[config.mk]
export PLATFORM = sky130hd
export DESIGN_NAME = swseq_top
export DESIGN_NICKNAME = d
export VERILOG_FILES = /design/src/core/swseq_top.v
export VERILOG_INCLUDE_DIRS = /design/src /design/src/core
export SDC_FILE = /design/constraint.sdc
export NUM_CORES = 1
export LEC_CHECK = 0
export BUFFER_PORTS_ARGS = -buffer_cell sky130_fd_sc_hd__buf_2
export CAP_MARGIN = 15
export CORE_MARGIN = 8
export CORE_UTILIZATION = 35
export CTS_CLUSTER_SIZE = 40
export DETAILED_ROUTE_END_ITERATION = 10
export SYNTH_ARGS = -nofsm -noshare
export SYNTH_HDL_FRONTEND = slang
export SYNTH_SLANG_ARGS = --single-unit
[constraint.sdc]
create_clock -name mclk_in -period 6.3 [get_ports mclk_in]
set_clock_uncertainty 0.2 [all_clocks]
set_input_delay 0.315 -clock mclk_in [delete_from_list [all_inputs] [get_ports mclk_in]]
set_output_delay 0.315 -clock mclk_in [all_outputs]
set_load 0.02 [all_outputs]
[src/core/swseq_defines.vh]
`ifndef SWSEQ_DEFINES_VH
`define SWSEQ_DEFINES_VH

// window count select encodings
`define SWSEQ_WC6           2'h0
`define SWSEQ_WC3           2'h1
`define SWSEQ_WC2           2'h2
`define SWSEQ_WC1           2'h3

// sequencer states
`define SWSEQ_ST_IDLE       2'h0
`define SWSEQ_ST_WAIT       2'h1
`define SWSEQ_ST_BLANK      2'h2
`define SWSEQ_ST_SEARCH     2'h3

// angle ticks: one 60 degree sector is 64 ticks
`define SWSEQ_SECTOR_TICKS  10'h040
// search gives up 96 ticks (90 degrees) past the sector start
`define SWSEQ_SEARCH_END    10'h060
// phase codes
`define SWSEQ_PH_U          2'h0
`define SWSEQ_PH_V          2'h1
`define SWSEQ_PH_W          2'h2
// zero cross index count per electrical cycle
`define SWSEQ_NUM_CROSS     4'h6
// elapsed cycle counter saturation
`define SWSEQ_CNT_MAX       16'hFFFF

`endif

[src/core/swseq_top.v]
// Notes on behaviour
// RL1 - mode select picks trapezoidal or sine windows; here low select idles with all phases driven and no windows
// RL2 - window setting pair chosen by window count
// RL3 - six-window crosses 60 degrees apart, measured
// RL4 - after open delay float the sensed phase
// RL5 - ignore comparator during blanking period
// RL6 - search after open delay plus blanking
// RL7 - missed cross enters six-window recovery
// RL8 - recovery opens windows on all phases
// RL9 - software keeps delay plus blanking under 60
// RL10 - lead angle interpolated between duty settings
// RL11 - window counts 6, 3, 2, 1 meanings
// RL12 - all phases driven except sensed in window
// RL13 - lead angle clamped to maximum limit
`timescale 1ns/1ns
`include "swseq_defines.vh"
module swseq_top #(
   parameter [15:0] PERIOD_INIT = 16'h4E20
) (
   // clock and reset
   input  wire       mclk_in,
   input  wire       nrst_in,
   // mode configuration
   input  wire       sine_drive_select_in,
   input  wire [1:0] window_count_select_in,
   // window settings per count
   input  wire [5:0] six_win_open_delay_in,
   input  wire [5:0] six_win_blank_period_in,
   input  wire [5:0] three_win_open_delay_in,
   input  wire [5:0] three_win_blank_period_in,
   input  wire [5:0] two_win_open_delay_in,
   input  wire [5:0] two_win_blank_period_in,
   input  wire [5:0] one_win_open_delay_in,
   input  wire [5:0] one_win_blank_period_in,
   input  wire [5:0] recovery_open_delay_in,
   input  wire [5:0] recovery_blank_period_in,
   // lead angle settings
   input  wire [4:0] advance_at_zero_duty_in,
   input  wire [4:0] advance_at_full_duty_in,
   input  wire [4:0] advance_max_clamp_in,
   // modulator and sense
   input  wire [7:0] duty_in,
   input  wire [2:0] pwm_in,
   input  wire [2:0] zc_in,
   // driver side
   output reg  [2:0] phase_pwm_out,
   output reg  [2:0] phase_drive_en_out,
   // status
   output reg        zc_event_out,
   output reg        recovery_out,
   output reg  [2:0] cross_index_out,
   output reg  [4:0] lead_angle_out
);

   // sectors from one detection to the next wanted cross
   function [2:0] sect_of;
      input [1:0] c;
      begin
         case (c)
            `SWSEQ_WC6: sect_of = 3'h1;
            `SWSEQ_WC3: sect_of = 3'h2;
            `SWSEQ_WC2: sect_of = 3'h3;
            default:    sect_of = 3'h6;
         endcase
      end
   endfunction

   // whether a cross index belongs to a window count
   function allowed;
      input [2:0] i;
      input [1:0] c;
      begin
         case (c)
            `SWSEQ_WC6: allowed = 1'b1;
            `SWSEQ_WC3: allowed = ~i[0];
            `SWSEQ_WC2: allowed = (i == 3'h0) || (i == 3'h3);
            default:    allowed = (i == 3'h0);
         endcase
      end
   endfunction

   // phase sensed for a cross index; odd indices are falling
   function [1:0] phase_of;
      input [2:0] i;
      begin
         case (i)
            3'h0, 3'h3: phase_of = `SWSEQ_PH_U;
            3'h2, 3'h5: phase_of = `SWSEQ_PH_V;
            default:    phase_of = `SWSEQ_PH_W;
         endcase
      end
   endfunction

   // add modulo the cross count
   function [2:0] idx_add;
      input [2:0] i;
      input [2:0] k;
      reg   [3:0] s;
      begin
         s = {1'b0, i} + {1'b0, k};
         if (s >= `SWSEQ_NUM_CROSS)
            s = s - `SWSEQ_NUM_CROSS;
         idx_add = s[2:0];
      end
   endfunction

   reg  [1:0]  state_r;
   reg  [1:0]  state_nxt;
   reg         rec_r;
   reg         rec_nxt;
   reg  [2:0]  tgt_r;
   reg  [2:0]  tgt_nxt;
   reg  [1:0]  cnt_cur_r;
   reg  [15:0] period_r;
   reg  [2:0]  kmeas_r;
   reg  [16:0] acc_r;
   reg  [9:0]  ang_r;
   reg  [15:0] cnt_r;
   reg         s_prev_r;
   reg  [5:0]  open_d;
   reg  [5:0]  blank_p;
   reg  [2:0]  float_nxt;

   // count held for the whole interval so a select change cannot move base
   wire [1:0]  cnt_eff   = cnt_cur_r;
   wire [2:0]  k_act     = sect_of(cnt_eff);
   wire [9:0]  base      = {1'b0, k_act, 6'h00} - `SWSEQ_SECTOR_TICKS;
   wire [9:0]  t_open    = base + {4'h0, open_d};
   wire [9:0]  t_search  = t_open + {4'h0, blank_p};
   wire [9:0]  t_end     = base + `SWSEQ_SEARCH_END;
   wire [1:0]  ph        = phase_of(tgt_r);
   wire        s_now     = zc_in[ph] ^ tgt_r[0];
   wire        in_search = (state_r == `SWSEQ_ST_SEARCH);
   wire        hit       = in_search && s_now && !s_prev_r;
   wire        timeout   = in_search && !hit && (ang_r >= t_end);
   wire [1:0]  cnt_nxt   = rec_nxt ? `SWSEQ_WC6 : window_count_select_in;
   wire [16:0] acc_sum   = acc_r + {8'h00, kmeas_r, 6'h00};
   wire        tick      = (acc_sum >= {1'b0, period_r});

   // setting pair for the active window count
   always @* begin
      case (cnt_eff)
         `SWSEQ_WC6: begin
            open_d  = rec_r ? recovery_open_delay_in                 // RL7
                            : six_win_open_delay_in;                 // RL2
            blank_p = rec_r ? recovery_blank_period_in
                            : six_win_blank_period_in;
         end
         `SWSEQ_WC3: begin
            open_d  = three_win_open_delay_in;
            blank_p = three_win_blank_period_in;
         end
         `SWSEQ_WC2: begin
            open_d  = two_win_open_delay_in;
            blank_p = two_win_blank_period_in;
         end
         default: begin
            open_d  = one_win_open_delay_in;
            blank_p = one_win_blank_period_in;
         end
      endcase
   end

   // window sequence, recovery entry and exit, next cross index
   always @* begin
      state_nxt = state_r;
      rec_nxt   = rec_r;
      tgt_nxt   = tgt_r;
      case (state_r)
         `SWSEQ_ST_IDLE: begin
            if (sine_drive_select_in) begin                      // RL1
               state_nxt = `SWSEQ_ST_WAIT;
               rec_nxt   = 1'b1;
            end
         end
         `SWSEQ_ST_WAIT: begin
            if (ang_r >= t_open)                                 // RL4
               state_nxt = `SWSEQ_ST_BLANK;
         end
         `SWSEQ_ST_BLANK: begin
            if (ang_r >= t_search)                               // RL5 RL6
               state_nxt = `SWSEQ_ST_SEARCH;
         end
         `SWSEQ_ST_SEARCH: begin
            if (hit) begin
               state_nxt = `SWSEQ_ST_WAIT;
               if (rec_r && allowed(tgt_r, window_count_select_in))
                  rec_nxt = 1'b0;
               else if (!rec_r && !allowed(tgt_r, window_count_select_in))
                  rec_nxt = 1'b1;                                // RL11
            end else if (timeout) begin
               state_nxt = `SWSEQ_ST_WAIT;
               rec_nxt   = 1'b1;                                 // RL7 RL8
            end
         end
         default: state_nxt = `SWSEQ_ST_IDLE;
      endcase
      if (hit)
         tgt_nxt = idx_add(tgt_r, sect_of(cnt_nxt));             // RL11
      else if (timeout)
         tgt_nxt = idx_add(tgt_r, 3'h1);
      if (!sine_drive_select_in) begin
         state_nxt = `SWSEQ_ST_IDLE;
         tgt_nxt   = 3'h0;
      end
   end

   // sensed phase floats from window open to detection
   always @* begin
      float_nxt = 3'h0;
      if (state_nxt == `SWSEQ_ST_BLANK || state_nxt == `SWSEQ_ST_SEARCH)
         float_nxt[phase_of(tgt_nxt)] = 1'b1;                    // RL12
   end

   // lead angle interpolation over duty and clamp
   wire [5:0]  la_diff = {1'b0, advance_at_full_duty_in}
                       - {1'b0, advance_at_zero_duty_in};
   wire [8:0]  duty_x  = {1'b0, duty_in} + {8'h00, duty_in[7]};
   wire signed [15:0] la_prod = $signed(la_diff) * $signed({1'b0, duty_x});
   wire [6:0]  la_sum  = {2'b00, advance_at_zero_duty_in}
                       + la_prod[14:8];                          // RL10
   wire [4:0]  la_clip = (la_sum[4:0] > advance_max_clamp_in)
                       ? advance_max_clamp_in : la_sum[4:0];     // RL13

   // state, angle timing and outputs
   always @(posedge mclk_in or negedge nrst_in) begin
      if (!nrst_in) begin
         state_r            <= `SWSEQ_ST_IDLE;
         rec_r              <= 1'b0;
         cnt_cur_r          <= `SWSEQ_WC6;
         tgt_r              <= 3'h0;
         period_r           <= PERIOD_INIT;
         kmeas_r            <= 3'h1;
         acc_r              <= 17'h00000;
         ang_r              <= 10'h000;
         cnt_r              <= 16'h0000;
         s_prev_r           <= 1'b0;
         phase_pwm_out      <= 3'h0;
         phase_drive_en_out <= 3'h0;
         zc_event_out       <= 1'b0;
         recovery_out       <= 1'b0;
         cross_index_out    <= 3'h0;
         lead_angle_out     <= 5'h00;
      end else begin
         state_r  <= state_nxt;
         rec_r    <= rec_nxt;
         tgt_r    <= tgt_nxt;
         s_prev_r <= s_now;
         if (hit) begin
            period_r <= cnt_r;                                   // RL3
            kmeas_r  <= k_act;
         end
         if (hit || timeout || state_r == `SWSEQ_ST_IDLE) begin
            cnt_cur_r <= cnt_nxt;                                // RL2
            acc_r <= 17'h00000;
            ang_r <= 10'h000;
            cnt_r <= 16'h0000;
         end else begin
            acc_r <= tick ? acc_sum - {1'b0, period_r} : acc_sum;
            ang_r <= tick ? ang_r + 10'h001 : ang_r;
            if (cnt_r != `SWSEQ_CNT_MAX)
               cnt_r <= cnt_r + 16'h0001;
         end
         phase_pwm_out      <= pwm_in & ~float_nxt;
         phase_drive_en_out <= ~float_nxt;                       // RL12
         zc_event_out       <= hit;
         recovery_out       <= rec_nxt;
         cross_index_out    <= tgt_nxt;
         lead_angle_out     <= la_clip;
      end
   end

endmodule // swseq_top

==> run summary <==
Status = complete, but fails checks
Failing checks = negative setup slack
Layout area overhead = 20.9%
1st-iter DRT viols = 291
Hold Path End = lead_angle_out[3]
ANT nets after route = 0
Final Cell Area = 10100 um^2
Die H = 171 um
Cells after Synth = 928
VDD IR max = 0.000504 V
Max-cap violation count = 0
Unrepaired setup endpoints after global routing = true
PortBufs = 109
Comb pwr share = 73.2%
Mapped Area = 8360 um^2
Antenna cells = 0
Row count = 56
Starting Density = 35.6%
WL per Instance = 14.0 um
DR DRC count = 0
Placed inst area = 9720 um^2
Lkg Pwr = 4.94 nW
Worst path required time = 6.33 ns
R2r endpoint = phase_pwm_out[0]
Worst setup EP type = register
DR pass1 iterations = 5
Core ar. = 23500 um^2
Hold path start = advance_max_clamp_in[3]
Final Setup Violations = 5
Crit-path max cell delay = 0.50 ns
P per Cell Area = 411 nW/um^2
FF-to-FF Start = tgt_r[0]
Crit-path slowest cell = fa_1
Hold path depth = 2
CTS clk-pin slew, worst paths = 0.06 ns
R2R Setup Slk = 1.32 ns
IO Pins = 110
Most frequent cells in the layout = 106 x buf_2, 99 x ha_1, 90 x nor2_1
Largest net degree at the start of global routing = 68
Die width = 171 um
Synth Flop Type = dfrtp_1
Tcrit/Tclk final = 110%
Max transition margin = 42.5%
H-tree level count = 3
CTS tree = built
Grt ovf = 0
Max Fclk = 0.144 GHz
CP Launch Type = input port
Synth Register Bits = 83
Dpl ws = -1.10 ns
EDFF count, synth = 0
Die ar. = 29100 um^2
Share of layout cells above drive strength 1 = 24.5%
Sequential area share after synthesis = 24.9%
Worst Slack Setup Final = -0.642 ns
Clock root cell = clkbuf_16
Detailed-route wire length = 19700 um
Via density = 4.93
Clock power frac = 12.4%
Commonest non-fill, non-tap cell in the layout = buf_2
GP Congestion = 0.832
Sw Share = 38.7%
Setup_tns = -3.13 ns
Worst hold path class = in -> reg
Worst Tran Pin Value = 0.862 ns
YS warnings = 0
FF-to-FF path depth = 17
Flop pwr share = 14.4%
Initial antenna violation count = 0
Most frequent CP cell = fa_1
Worst-Skew Late Latency = 0.35 ns
DR vias = 6945
Vias in the first global route = 7066
Final Hold Viols = 0
Inst Count DP = 1388
Arrival time of the worst setup path = 6.97 ns
DP HPWL = 15900 um
Slew Limit Fails = 0
Clock Sinks = 83
Setup CP Type = in -> reg
Cell-internal power = 2.55 mW
GRT Util Overall = 13.9%
First-pass GRT wire length = 33500 um
Layout Cells excl Fill = 1409
Psw = 1.61 mW
CP Max Fanout = 5
Crit path time final = 6.94 ns
Clock buffer count from CTS = 9
Distinct cells, synth = 69
Average cell area after synthesis = 9.01 um^2
CTS max path bufs = 2
Async set or reset register ratio after synthesis = 100%
Nets = 1315
-- state kept, by name, indices dropped and copies added, names as in the netlist --
signal	cells
acc_r	17
cnt_r	16
period_r	16
ang_r	10
lead_angle_out	5
kmeas_r	3
phase_drive_en_out	3
phase_pwm_out	3
tgt_r	3
cnt_cur_r	2
state_r	2
rec_r	1
s_prev_r	1
zc_event_out	1
-- cells in the mapped netlist, types with 7 or more instances --
cell type | number | area [um^2]
a21oi_1 | 48 | 240
nand3_1 | 31 | 155
or2_2 | 8 | 50.1
buf_2 | 10 | 50.1
a21o_1 | 21 | 158
fa_1 | 34 | 681
nor2b_1 | 11 | 68.8
nand4_1 | 8 | 50.1
nand2b_1 | 18 | 113
xnor2_1 | 42 | 368
and3_1 | 10 | 62.6
a31oi_1 | 8 | 50.1
nand2_1 | 84 | 315
mux4_2 | 12 | 270
dfrtp_1 | 77 | 1930
ha_1 | 102 | 1280
xor2_1 | 26 | 228
a211oi_1 | 7 | 52.6
nor2_1 | 91 | 342
o21a_1 | 9 | 67.6
mux2_2 | 16 | 180
clkbuf_1 | 14 | 52.6
mux2i_1 | 12 | 120
inv_1 | 89 | 334
and2_1 | 8 | 50.1
nor3_1 | 7 | 35.0
o21ai_0 | 41 | 205
-- worst max path at each step --
stage	startpoint	end	slack, ns	depth (start not counted)
after CTS	advance_at_full_duty_in[0]	lead_angle_out[2]	-0.61	30
final	advance_at_full_duty_in[0]	lead_angle_out[2]	-0.64	30
after global placement	advance_at_full_duty_in[0]	lead_angle_out[2]	-0.96	30
after detailed placement	advance_at_full_duty_in[0]	lead_angle_out[2]	-1.10	30
after floorplan	advance_at_full_duty_in[0]	lead_angle_out[0]	-0.76	29
after global routing	advance_at_full_duty_in[0]	lead_angle_out[2]	-0.90	30
-- kinds of logic (layout without fill, tap and decap cells) --
kind of cell	Yosys count	after routing	synth area share, %
AOI/OAI and AO/OA	182	182	14.5
xor gates and xnor gates	69	69	7.39
adders and majority gates	136	136	23.4
buffers and inverters	118	278	5.71
DFF	83	83	24.9
muxes	40	40	6.82
other	1	3	0.0448
and+or+nand+nor	299	299	17.2
-- routing by layer --
layer | part of all wire (%) | vias up | GRT usage (%)
li1 | - | 3529 | -
met1 | 46 | 3297 | 17.8
met2 | 49 | 98 | 23.9
met3 | 3.2 | 21 | 2.21
met4 | 1.5 | 0 | 3.97
met5 | 0 | - | 0
-- area by class of cell --
type                    instances  area (um^2)
flip-flops and latches         83         2080
inverters                      90          350
repair buffers                172         1040
fillers                      2293        13400
clock inverters                 7         61.3
clock buffers                   9          225
well taps                     319          399
multi-input cells             729         5950
-- critical path, delay by kind of cell --
kind / cells / cell delay, ns
AOI/OAI and AO/OA: 6 / 1.15
muxes: 1 / 0.33
xor gates and xnor gates: 5 / 0.84
adders and majority gates: 10 / 3.53
buffers and inverters: 5 / 0.28
and+or+nand+nor: 3 / 0.51
-- power by group through the flow --
stage | Combinational (mW) | Sequential, mW | Clock, mW
after floorplan | 1.95 | 0.623 | 0
after global placement | 2.78 | 0.610 | 0
after detailed placement | 2.84 | 0.610 | 0
after CTS | 3.02 | 0.600 | 0.532
after global routing | 3.38 | 0.603 | 0.559
final | 3.04 | 0.599 | 0.515
-- what timing repair did --
action	4_1_cts	5_1_grt
hold buffers	3	0
setup endpoints to repair	5	5
buffers inserted	1	2
pin swaps	1	3
endpoints found under the hold margin	18	0
gates resized for setup	11	3
-- metrics by stage --
stage	hold slack, ns	utilization, %	power [mW]
floorplan	-0.181	-	2.58
global placement	-0.00405	41.4	3.39
detailed placement	-0.00441	41.4	3.45
CTS	0.000228	43.0	4.15
global route	0.00460	43.1	4.54
finish	0.0150	43.1	4.15
No activity file was read; power rests on OpenSTA's default activity.
